===== src/asp_pkg.sv =====
// constants and types shared by the serial port and its baud timer
package asp_pkg;

    // ****************************************
    // register offsets on the plain port
    // ****************************************
    localparam int ADDR_W = 3;
    localparam logic [2:0] OFS_CTRL = 3'h0;
    localparam logic [2:0] OFS_DATA = 3'h1;
    localparam logic [2:0] OFS_TCFG = 3'h2;
    localparam logic [2:0] OFS_RELOAD = 3'h3;
    localparam logic [2:0] OFS_LOW = 3'h4;
    localparam logic [2:0] OFS_ISTAT = 3'h5;
    localparam logic [2:0] OFS_IMASK = 3'h6;

    // ****************************************
    // serial_control_reg fields
    // ****************************************
    localparam int CTL_MODE = 7;
    localparam int CTL_ONE = 6;
    localparam int CTL_MCE = 5;
    localparam int CTL_REN = 4;
    localparam int CTL_TB8 = 3;
    localparam int CTL_RB8 = 2;
    localparam int CTL_TI = 1;
    localparam int CTL_RI = 0;
    localparam logic [7:0] CTL_RESET = 8'h40;

    // ****************************************
    // timer config, interrupt bits
    // ****************************************
    localparam int TCFG_RUN = 0;
    localparam int TCFG_SEL_LSB = 1;
    localparam logic [7:0] TCFG_RESET = 8'h00;
    localparam logic [7:0] RELOAD_RESET = 8'h00;
    localparam int INT_TX = 0;
    localparam int INT_RX = 1;
    localparam logic [1:0] INT_RESET = 2'h0;

    // ****************************************
    // timer clock sources and prescalers
    // ****************************************
    localparam logic [2:0] CSEL_SYS = 3'h0;
    localparam logic [2:0] CSEL_DIV4 = 3'h1;
    localparam logic [2:0] CSEL_DIV12 = 3'h2;
    localparam logic [2:0] CSEL_DIV48 = 3'h3;
    localparam logic [2:0] CSEL_OSC8 = 3'h4;
    localparam logic [2:0] CSEL_PIN = 3'h5;
    localparam logic [1:0] DIV4_LAST = 2'h3;
    localparam logic [3:0] DIV12_LAST = 4'hb;
    localparam logic [5:0] DIV48_LAST = 6'h2f;
    localparam logic [2:0] OSC8_LAST = 3'h7;
    localparam logic [7:0] TMR_TOP = 8'hff;

    // ****************************************
    // frame lengths in bit periods
    // ****************************************
    localparam logic [3:0] FRAME_8 = 4'ha;
    localparam logic [3:0] FRAME_9 = 4'hb;

    typedef enum logic [2:0] {
        TX_IDLE = 3'b001,
        TX_WAIT = 3'b010,
        TX_SEND = 3'b100
    } asp_tx_st_t;

    typedef enum logic [1:0] {
        RX_IDLE = 2'b01,
        RX_BITS = 2'b10
    } asp_rx_st_t;

endpackage


===== src/asp_baud_if.sv =====
// link between the serial port core and its baud timer
`timescale 1ns/1ps
interface asp_baud_if;
    logic run;
    logic [2:0] clk_sel;
    logic [7:0] reload;
    logic low_wr;
    logic [7:0] low_wdata;
    logic resync;
    logic [7:0] low_count;
    logic tx_tick;
    logic rx_tick;

    modport ctl (
        output run, clk_sel, reload, low_wr, low_wdata, resync,
        input low_count, tx_tick, rx_tick
    );
    modport tmr (
        input run, clk_sel, reload, low_wr, low_wdata, resync,
        output low_count, tx_tick, rx_tick
    );
endinterface


===== src/asp_baud_timer.sv =====
// 8-bit auto-reload baud timer with hidden receive copy
`timescale 1ns/1ps
module asp_baud_timer
    import asp_pkg::*;
(
    input wire logic clk_i,
    input wire logic nrst_i,
    input wire logic ext_osc_i,
    input wire logic ext_tmr_i,
    asp_baud_if.tmr bus
);

    typedef struct packed {
        logic [5:0] c48;
        logic [3:0] c12;
        logic osc_q;
        logic [2:0] osc_cnt;
        logic pin_q;
        logic [7:0] low;
        logic [7:0] rx_cnt;
        logic tx_half;
        logic rx_half;
        logic tx_tick;
        logic rx_tick;
    } asp_tmr_t;

    asp_tmr_t s;
    asp_tmr_t next_s;

    assign bus.low_count = s.low;
    assign bus.tx_tick = s.tx_tick;
    assign bus.rx_tick = s.rx_tick;

    always_comb begin
        logic tick;
        logic osc_edge;
        tick = 1'b0;
        osc_edge = ext_osc_i & ~s.osc_q;
        next_s = s;
        next_s.tx_tick = 1'b0;
        next_s.rx_tick = 1'b0;
        next_s.osc_q = ext_osc_i;
        next_s.pin_q = ext_tmr_i;
        next_s.c48 = (s.c48 == DIV48_LAST) ? 6'h00 : 6'(s.c48 + 6'h01);
        next_s.c12 = (s.c12 == DIV12_LAST) ? 4'h0 : 4'(s.c12 + 4'h1);
        if (osc_edge) begin
            next_s.osc_cnt = 3'(s.osc_cnt + 3'h1);
        end
        case (bus.clk_sel)
            CSEL_SYS: tick = 1'b1;
            CSEL_DIV4: tick = (s.c48[1:0] == DIV4_LAST);
            CSEL_DIV12: tick = (s.c12 == DIV12_LAST);
            CSEL_DIV48: tick = (s.c48 == DIV48_LAST);
            CSEL_OSC8: tick = osc_edge && (s.osc_cnt == OSC8_LAST);
            CSEL_PIN: tick = ext_tmr_i & ~s.pin_q;
            default: tick = 1'b0;
        endcase
        // low byte counts up, reloads from high byte
        // receive copy runs with the timer, same reload
        if (bus.run && tick) begin
            if (s.low == TMR_TOP) begin
                next_s.low = bus.reload;
                next_s.tx_half = ~s.tx_half;
                next_s.tx_tick = s.tx_half;
            end else begin
                next_s.low = 8'(s.low + 8'h01);
            end
            if (s.rx_cnt == TMR_TOP) begin
                next_s.rx_cnt = bus.reload;
                next_s.rx_half = ~s.rx_half;
                next_s.rx_tick = s.rx_half;
            end else begin
                next_s.rx_cnt = 8'(s.rx_cnt + 8'h01);
            end
        end
        if (bus.low_wr) begin
            next_s.low = bus.low_wdata;
        end
        // start edge forces receive reload
        // half phase set so the first tick lands mid start bit
        if (bus.resync) begin
            next_s.rx_cnt = bus.reload;
            next_s.rx_half = 1'b1;
            next_s.rx_tick = 1'b0;
        end
    end

    always_ff @(posedge clk_i) begin
        if (!nrst_i) begin
            s <= '0;
        end else begin
            s <= next_s;
        end
    end

endmodule


===== src/asp_serial_top.sv =====
// full duplex asynchronous serial port with baud timer and register port
//
// Behaviour
// - full duplex async port, 8-bit and 9-bit variable-rate frame modes only
// - completed byte held in buffer while the next one shifts in
// - data buffer write loads transmit register, never the receive buffer
// - data buffer read returns receive buffer; transmit register unreadable
// - interrupt requested when transmit-done or receive-done becomes set
// - done flags stay set until software writes them clear
// - bit rate from 8-bit timer auto-reloading from its high byte
// - transmit clock from low count; receive clock from hidden copy
// - both overflow streams halved to give the bit rates
// - receive copy counts when timer runs, same reload byte
// - start edge on receive pin forces receive copy reload
// - timer clock from six selectable sources
// - bit rate is half of clock over 256 minus reload
// - 8-bit frame: start, 8 data lsb first, stop; stop into rx ninth bit
// - 9-bit frame: start, 8 data, tx ninth bit, stop; stop ignored
// - load only when rx done clear and, with checking on, ninth bit one
// - transmit starts on buffer write; done flag at stop bit start
`timescale 1ns/1ps
module asp_serial_top
    import asp_pkg::*;
(
    input wire logic clk_i,
    input wire logic nrst_i,
    input wire logic [ADDR_W-1:0] addr_i,
    input wire logic [7:0] wdata_i,
    input wire logic wr_i,
    input wire logic rd_i,
    output logic [7:0] rdata_o,
    input wire logic rxd_i,
    output logic txd_o,
    input wire logic ext_osc_i,
    input wire logic ext_tmr_i,
    output logic irq_o
);

    // ****************************************
    // state
    // ****************************************
    typedef struct packed {
        logic mode;
        logic mce;
        logic ren;
        logic tb8;
        logic rb8;
        logic ti;
        logic ri;
        logic [7:0] rx_buf;
        logic [7:0] tx_data;
        logic tx_pend;
        asp_tx_st_t tx_st;
        logic [10:0] tx_frame;
        logic [3:0] tx_cnt;
        logic txd;
        asp_rx_st_t rx_st;
        logic [8:0] rx_shift;
        logic [3:0] rx_cnt;
        logic rxd_q;
        logic [1:0] int_stat;
        logic [1:0] int_mask;
        logic irq;
        logic tmr_run;
        logic [2:0] clk_sel;
        logic [7:0] reload;
        logic [7:0] rdata;
    } asp_state_t;

    asp_state_t s;
    asp_state_t next_s;

    logic wr_ctrl;
    logic wr_data;
    logic wr_tcfg;
    logic wr_reload;
    logic wr_istat;
    logic wr_imask;
    logic start_edge;

    asp_baud_if baud ();

    // ****************************************
    // baud timer
    // ****************************************
    asp_baud_timer u_timer (
        .clk_i(clk_i),
        .nrst_i(nrst_i),
        .ext_osc_i(ext_osc_i),
        .ext_tmr_i(ext_tmr_i),
        .bus(baud.tmr)
    );

    assign baud.run = s.tmr_run;
    assign baud.clk_sel = s.clk_sel;
    // reload chosen by software, used as written
    assign baud.reload = s.reload;
    assign baud.low_wr = wr_i && (addr_i == OFS_LOW);
    assign baud.low_wdata = wdata_i;
    // falling edge while idle and enabled
    assign baud.resync = start_edge;

    // ****************************************
    // register decode
    // ****************************************
    assign wr_ctrl = wr_i && (addr_i == OFS_CTRL);
    assign wr_data = wr_i && (addr_i == OFS_DATA);
    assign wr_tcfg = wr_i && (addr_i == OFS_TCFG);
    assign wr_reload = wr_i && (addr_i == OFS_RELOAD);
    assign wr_istat = wr_i && (addr_i == OFS_ISTAT);
    assign wr_imask = wr_i && (addr_i == OFS_IMASK);
    // idle high, a high-to-low step marks a start
    assign start_edge = (s.rx_st == RX_IDLE) && s.ren && s.rxd_q && !rxd_i;

    assign rdata_o = s.rdata;
    assign txd_o = s.txd;
    assign irq_o = s.irq;

    // ****************************************
    // next state
    // ****************************************
    always_comb begin
        logic ti_set;
        logic ri_set;
        logic [10:0] frame;
        logic [3:0] rx_last;
        logic [7:0] rx_byte;
        logic rx_ninth;
        logic [1:0] clr;
        ti_set = 1'b0;
        ri_set = 1'b0;
        frame = '0;
        rx_last = s.mode ? 4'(FRAME_9 - 4'h1) : 4'(FRAME_8 - 4'h1);
        rx_byte = s.mode ? s.rx_shift[7:0] : s.rx_shift[8:1];
        rx_ninth = s.mode ? s.rx_shift[8] : rxd_i;
        clr = 2'h0;
        next_s = s;
        next_s.rxd_q = rxd_i;
        next_s.rdata = 8'h00;

        // ------------ transmitter ------------
        // frame length follows the mode bit
        unique case (s.tx_st)
            TX_IDLE: begin
                if (s.tx_pend) begin
                    next_s.tx_st = TX_WAIT;
                end
            end
            TX_WAIT: begin
                if (baud.tx_tick) begin
                    // start, 8 data lsb first, stop
                    // ninth bit from tx_ninth_bit before stop
                    if (s.mode) begin
                        frame = {1'b1, s.tb8, s.tx_data, 1'b0};
                        next_s.tx_cnt = 4'(FRAME_9 - 4'h1);
                    end else begin
                        frame = {2'b11, s.tx_data, 1'b0};
                        next_s.tx_cnt = 4'(FRAME_8 - 4'h1);
                    end
                    // start bit is low for one bit period
                    next_s.txd = frame[0];
                    next_s.tx_frame = {1'b1, frame[10:1]};
                    next_s.tx_pend = 1'b0;
                    next_s.tx_st = TX_SEND;
                end
            end
            TX_SEND: begin
                if (baud.tx_tick) begin
                    if (s.tx_cnt == 4'h0) begin
                        next_s.txd = 1'b1;
                        next_s.tx_st = TX_IDLE;
                    end else begin
                        next_s.txd = s.tx_frame[0];
                        next_s.tx_frame = {1'b1, s.tx_frame[10:1]};
                        next_s.tx_cnt = 4'(s.tx_cnt - 4'h1);
                        // done flag as the stop bit begins
                        if (s.tx_cnt == 4'h1) begin
                            ti_set = 1'b1;
                        end
                    end
                end
            end
        endcase

        // write always lands in the transmit register
        // a write starts a frame, queued if one is running
        if (wr_data) begin
            next_s.tx_data = wdata_i;
            next_s.tx_pend = 1'b1;
        end

        // ------------ receiver ------------
        // sampling paced by the hidden receive copy
        unique case (s.rx_st)
            RX_IDLE: begin
                if (start_edge) begin
                    next_s.rx_cnt = 4'h0;
                    next_s.rx_st = RX_BITS;
                end
            end
            RX_BITS: begin
                if (!s.ren) begin
                    next_s.rx_st = RX_IDLE;
                end else if (baud.rx_tick) begin
                    if (s.rx_cnt == 4'h0) begin
                        // false start: line back high at mid bit
                        if (rxd_i) begin
                            next_s.rx_st = RX_IDLE;
                        end else begin
                            next_s.rx_cnt = 4'h1;
                        end
                    end else if (s.rx_cnt == rx_last) begin
                        // load only into a free buffer, address check
                        if (!s.ri && (!s.mce || rx_ninth)) begin
                            // shift register stays separate from buffer
                            next_s.rx_buf = rx_byte;
                            // stop bit, ninth bit, into rx ninth
                            next_s.rb8 = rx_ninth;
                            ri_set = 1'b1;
                        end
                        next_s.rx_st = RX_IDLE;
                    end else begin
                        next_s.rx_shift = {rxd_i, s.rx_shift[8:1]};
                        next_s.rx_cnt = 4'(s.rx_cnt + 4'h1);
                    end
                end
            end
        endcase

        // ------------ control and flags ------------
        if (wr_ctrl) begin
            next_s.mode = wdata_i[CTL_MODE];
            next_s.mce = wdata_i[CTL_MCE];
            next_s.ren = wdata_i[CTL_REN];
            next_s.tb8 = wdata_i[CTL_TB8];
            next_s.rb8 = wdata_i[CTL_RB8];
            next_s.ti = wdata_i[CTL_TI];
            next_s.ri = wdata_i[CTL_RI];
        end
        // only software clears; a set in the same cycle wins
        if (ti_set) begin
            next_s.ti = 1'b1;
        end
        if (ri_set) begin
            next_s.ri = 1'b1;
            next_s.rb8 = rx_ninth;
        end

        if (wr_tcfg) begin
            next_s.tmr_run = wdata_i[TCFG_RUN];
            next_s.clk_sel = wdata_i[TCFG_SEL_LSB +: 3];
        end
        // overflow period is 256 minus this byte
        if (wr_reload) begin
            next_s.reload = wdata_i;
        end

        // ------------ interrupt ------------
        if (wr_istat) begin
            clr = wdata_i[1:0];
        end
        if (wr_imask) begin
            next_s.int_mask = wdata_i[1:0];
        end
        // event sticky bits, set wins over write-one clear
        next_s.int_stat = (s.int_stat & ~clr) | {ri_set, ti_set};
        next_s.irq = |(next_s.int_stat & next_s.int_mask);

        // ------------ read port ------------
        if (rd_i) begin
            case (addr_i)
                OFS_CTRL: begin
                    next_s.rdata = {s.mode, 1'b1, s.mce, s.ren,
                                    s.tb8, s.rb8, s.ti, s.ri};
                end
                // reads see only the receive buffer
                OFS_DATA: next_s.rdata = s.rx_buf;
                OFS_TCFG: next_s.rdata = {4'h0, s.clk_sel, s.tmr_run};
                OFS_RELOAD: next_s.rdata = s.reload;
                OFS_LOW: next_s.rdata = baud.low_count;
                OFS_ISTAT: next_s.rdata = {6'h00, s.int_stat};
                OFS_IMASK: next_s.rdata = {6'h00, s.int_mask};
                default: next_s.rdata = 8'h00;
            endcase
        end
    end

    // ****************************************
    // state register
    // ****************************************
    always_ff @(posedge clk_i) begin
        if (!nrst_i) begin
            s.mode <= CTL_RESET[CTL_MODE];
            s.mce <= CTL_RESET[CTL_MCE];
            s.ren <= CTL_RESET[CTL_REN];
            s.tb8 <= CTL_RESET[CTL_TB8];
            s.rb8 <= CTL_RESET[CTL_RB8];
            s.ti <= CTL_RESET[CTL_TI];
            s.ri <= CTL_RESET[CTL_RI];
            s.rx_buf <= 8'h00;
            s.tx_data <= 8'h00;
            s.tx_pend <= 1'b0;
            s.tx_st <= TX_IDLE;
            s.tx_frame <= 11'h7ff;
            s.tx_cnt <= 4'h0;
            s.txd <= 1'b1;
            s.rx_st <= RX_IDLE;
            s.rx_shift <= 9'h000;
            s.rx_cnt <= 4'h0;
            s.rxd_q <= 1'b1;
            s.int_stat <= INT_RESET;
            s.int_mask <= INT_RESET;
            s.irq <= 1'b0;
            s.tmr_run <= TCFG_RESET[TCFG_RUN];
            s.clk_sel <= TCFG_RESET[TCFG_SEL_LSB +: 3];
            s.reload <= RELOAD_RESET;
            s.rdata <= 8'h00;
        end else begin
            s <= next_s;
        end
    end

endmodule


===== config.mk =====
export PLATFORM = sky130hd
export DESIGN_NAME = asp_serial_top
export DESIGN_NICKNAME = d
export VERILOG_FILES = /design/src/asp_pkg.sv /design/src/asp_baud_if.sv /design/src/asp_baud_timer.sv /design/src/asp_serial_top.sv
export SDC_FILE = /design/constraint.sdc
export NUM_CORES = 1
export LEC_CHECK = 0
export ABC_AREA = 1
export BUFFER_PORTS_ARGS = -buffer_cell sky130_fd_sc_hd__buf_2
export CORE_ASPECT_RATIO = 0.6
export CORE_MARGIN = 4
export CORE_UTILIZATION = 45
export CTS_BUF_LIST = sky130_fd_sc_hd__clkbuf_2
export DETAILED_ROUTE_END_ITERATION = 10
export MAX_ROUTING_LAYER = met4
export SYNTH_ARGS = -nofsm -noshare
export SYNTH_HDL_FRONTEND = slang
export SYNTH_HIERARCHICAL = 1
export SYNTH_SLANG_ARGS = --single-unit

===== constraint.sdc =====
create_clock -name clk_i -period 2 [get_ports clk_i]
set_clock_uncertainty 0.05 [all_clocks]
set_input_delay 0.3 -clock clk_i [delete_from_list [all_inputs] [get_ports clk_i]]
set_output_delay 0.3 -clock clk_i [all_outputs]
set_load 0.05 [all_outputs]

==> impl_metrics.env <==
export IMPL_crit_arrival_ns=2.39
export IMPL_die_w_um=157.5
export IMPL_fp_row_count=32
export IMPL_endpoint_kind="flip-flop"
export IMPL_cts_root_buf="clkbuf_2"
export IMPL_seq_area_frac_synth_pct=38.82
export IMPL_final_setup_worst_slack_ns=0.1568
export IMPL_grt_overflow_total=0
export IMPL_synthFlopType="dfxtp_1"
export IMPL_place_hpwl_mm=11.57
export IMPL_synth_top_cell_area_share_pct=38.82
export IMPL_synth_seq_cells=117
export IMPL_min_path_type="in -> reg"
export IMPL_slew_violations=0
export IMPL_async_flop_share_pct=0
export IMPL_max_freq_mhz=542.5
export IMPL_grt_total_usage_pct=21.23
export IMPL_pre_cts_slack_ns=0.03178
export IMPL_floorplan_die_area_um2=15380
export IMPL_place_port_buffers=27
export IMPL_ant_nets=0
export IMPL_grt_setup_unrepaired="false"
export IMPL_synth_warnings=6
export IMPL_fin_setup_tns_ns=0
export IMPL_fillers=1295
export IMPL_syn_nets=885
export IMPL_grt_pass1_wl_mm=25.62
export IMPL_start_util_pct=46.51
export IMPL_core_area_um2=12970
export IMPL_drive_gt1_share_pct=14.02
export IMPL_worstPathRequired_ns=2.55
export IMPL_place_inst=1032
export IMPL_grt_pass1_vias=5075
export IMPL_fin_crit_ns=1.843
export IMPL_cts_tree="built"
export IMPL_wl_per_cell_um=14.58
export IMPL_antenna_found_initial=0
export IMPL_antenna_cells=0
export IMPL_tightestPinTransition_ns=0.6383
export IMPL_p_per_area_nw_per_um2=684.4
export IMPL_htree_levels=4
export IMPL_drt_pre_antenna_iters=9
export IMPL_route_vias_total=5696
export IMPL_clk_path_buf_depth=2
export IMPL_slew_headroom_pct=56.99
export IMPL_synth_edff_count=0
export IMPL_wl_mm=15.79
export IMPL_path_clk_slew_ns=0.17
export IMPL_viasPerCell=5.259
export IMPL_insertion_delay_ns=0.66
export IMPL_hold_viol_final=0
export IMPL_grt_max_degree=34
export IMPL_syn_area_um2=6033
export IMPL_numClockSinks=117
export IMPL_utilization_pct=51.65
export IMPL_routabilityCongestion=0.9164
export IMPL_finalCritPeriodShare_pct=92.16
export IMPL_drt_iter0_markers=605
export IMPL_syn_avg_cell_area_um2=7.040
export IMPL_numCtsBuffers=17
export IMPL_syn2layout_area_growth_pct=11.05
export IMPL_cap_violations=0
export IMPL_netlist_instances=857
export IMPL_ios=28
export IMPL_critPathLaunchType="primary input"
export IMPL_fin_nets=928
export IMPL_power_leakage_nw=2.924
export IMPL_status="finished, final reports clean"
export IMPL_ir_drop_v=0.0003146
export IMPL_synth_area_leaders="dfxtp_1, nand2_1, inv_1"
export IMPL_synth_cell_types=44
export IMPL_final_cell_count_no_fill=1083
export IMPL_fp_dieH_um=97.69
export IMPL_setup_viol=0
export IMPL_synth_common_cells="nand2_1, dfxtp_1, inv_1"
export IMPL_yosysMostFrequentCell="nand2_1"
export IMPL_synth_top_area_cell="dfxtp_1"
export IMPL_path_max_fanout=6
export IMPL_criticalPathCategory="in -> reg"
export IMPL_drc=0
worst paths after layout:
path                                               endpoint  cells past startpoint  slack, ns                       start
worst max-delay path            baud.reload[6]$_SDFFE_PN0P_                      6       0.16                        wr_i
worst min-delay path                       s[22]$_SDFF_PN0_                      3       0.12                   addr_i[1]
worst max register to register   u_timer/s[11]$_SDFFE_PN0P_                     11       0.17  u_timer/s[21]$_SDFFE_PN0P_
worst min register to register           s[30]$_SDFFE_PN0P_                      2       0.41          s[30]$_SDFFE_PN0P_
logic make-up (layout without fill, tap and decap cells):
kind of cell             count (synthesis)  in the layout  share of synthesized area (%)
AO/OA/AOI/OAI                          173            173                          16.47
flip-flops                             117            117                          38.82
XOR/XNOR                                 6              6                         0.8710
buffers and inverters                  161            217                          12.15
adder cells (fa/ha/maj)                 10             10                          2.074
AND/OR/NAND/NOR                        390            390                          29.61
metrics by stage:
stage	hold slack, ns	cell area [um^2]	power (W)
floorplan	0.3435	6033	0.002844
global placement	0.3782	6256	0.002972
detailed placement	0.3860	6256	0.002983
CTS	0.05683	6691	0.004628
global route	0.08142	6700	0.004812
finish	0.1199	6700	0.004585
layout make-up:
class                           count  area [um^2]  share of cell area, %
Timing Repair Buffer               65        478.0                  7.134
Multi-Input combinational cell    579         2967                  44.28
Clock inverter                     15        162.7                  2.428
Inverter                          120        452.9                  6.760
Tap cell                          170        212.7                  3.175
Sequential cell                   117         2342                  34.96
Clock buffer                       17        85.08                  1.270
placed cells by master, fill, tap and decap left out, drive strengths merged, types with 5 or more instances in the layout:
master       count
o211ai          17
o22ai            5
a21oi           59
inv            120
clkinv           8
xnor2            5
nand3           68
nand2          176
buf             47
o21ai           79
nor3            10
nor2           107
nand4           18
or2              5
ha              10
dlygate4sd3     18
clkbuf          17
dfxtp          117
timing repair:
| item | 4_1_cts | 5_1_grt |
|---|---|---|
| setup buffers | 1 | 0 |
| hold buffers | 18 | 0 |
| pin swaps | 1 | 0 |
| hold endpoints to repair | 54 | 0 |
| endpoints found under the setup margin | 1 | 7 |
| gates resized for setup | 0 | 3 |
state kept, by name, summed over array words and instances, names as in the netlist:
name / count
baud.run: 1
irq_o: 1
baud.reload: 8
u_timer/bus.tx_tick: 1
s: 60
rdata_o: 8
u_timer/s: 25
baud.clk_sel: 3
u_timer/bus.low_count: 8
txd_o: 1
u_timer/bus.rx_tick: 1
worst max-delay path, stage by stage:
cell and delay (ns):
dlygate4sd3_1 0.56, buf_2 0.18, nand3_1 0.09, dlygate4sd3_1 0.56
a21oi_1 0.13, dlygate4sd3_1 0.56
metal layers:
metal  wire [um]  global-route usage [%]  up-vias
met3        1259                   5.118       29
met5           0                       -        -
met2        6294                   28.60      214
li1            -                       -     2881
met4         114                   4.428        0
met1        8124                   31.94     2572
power breakdown:
part,internal (W),switching [W]
Clock,0.000678,0.000935
Combinational,0.000182,0.000328
Sequential,0.00240,0.0000576
No activity file was read; power rests on OpenSTA's default activity.
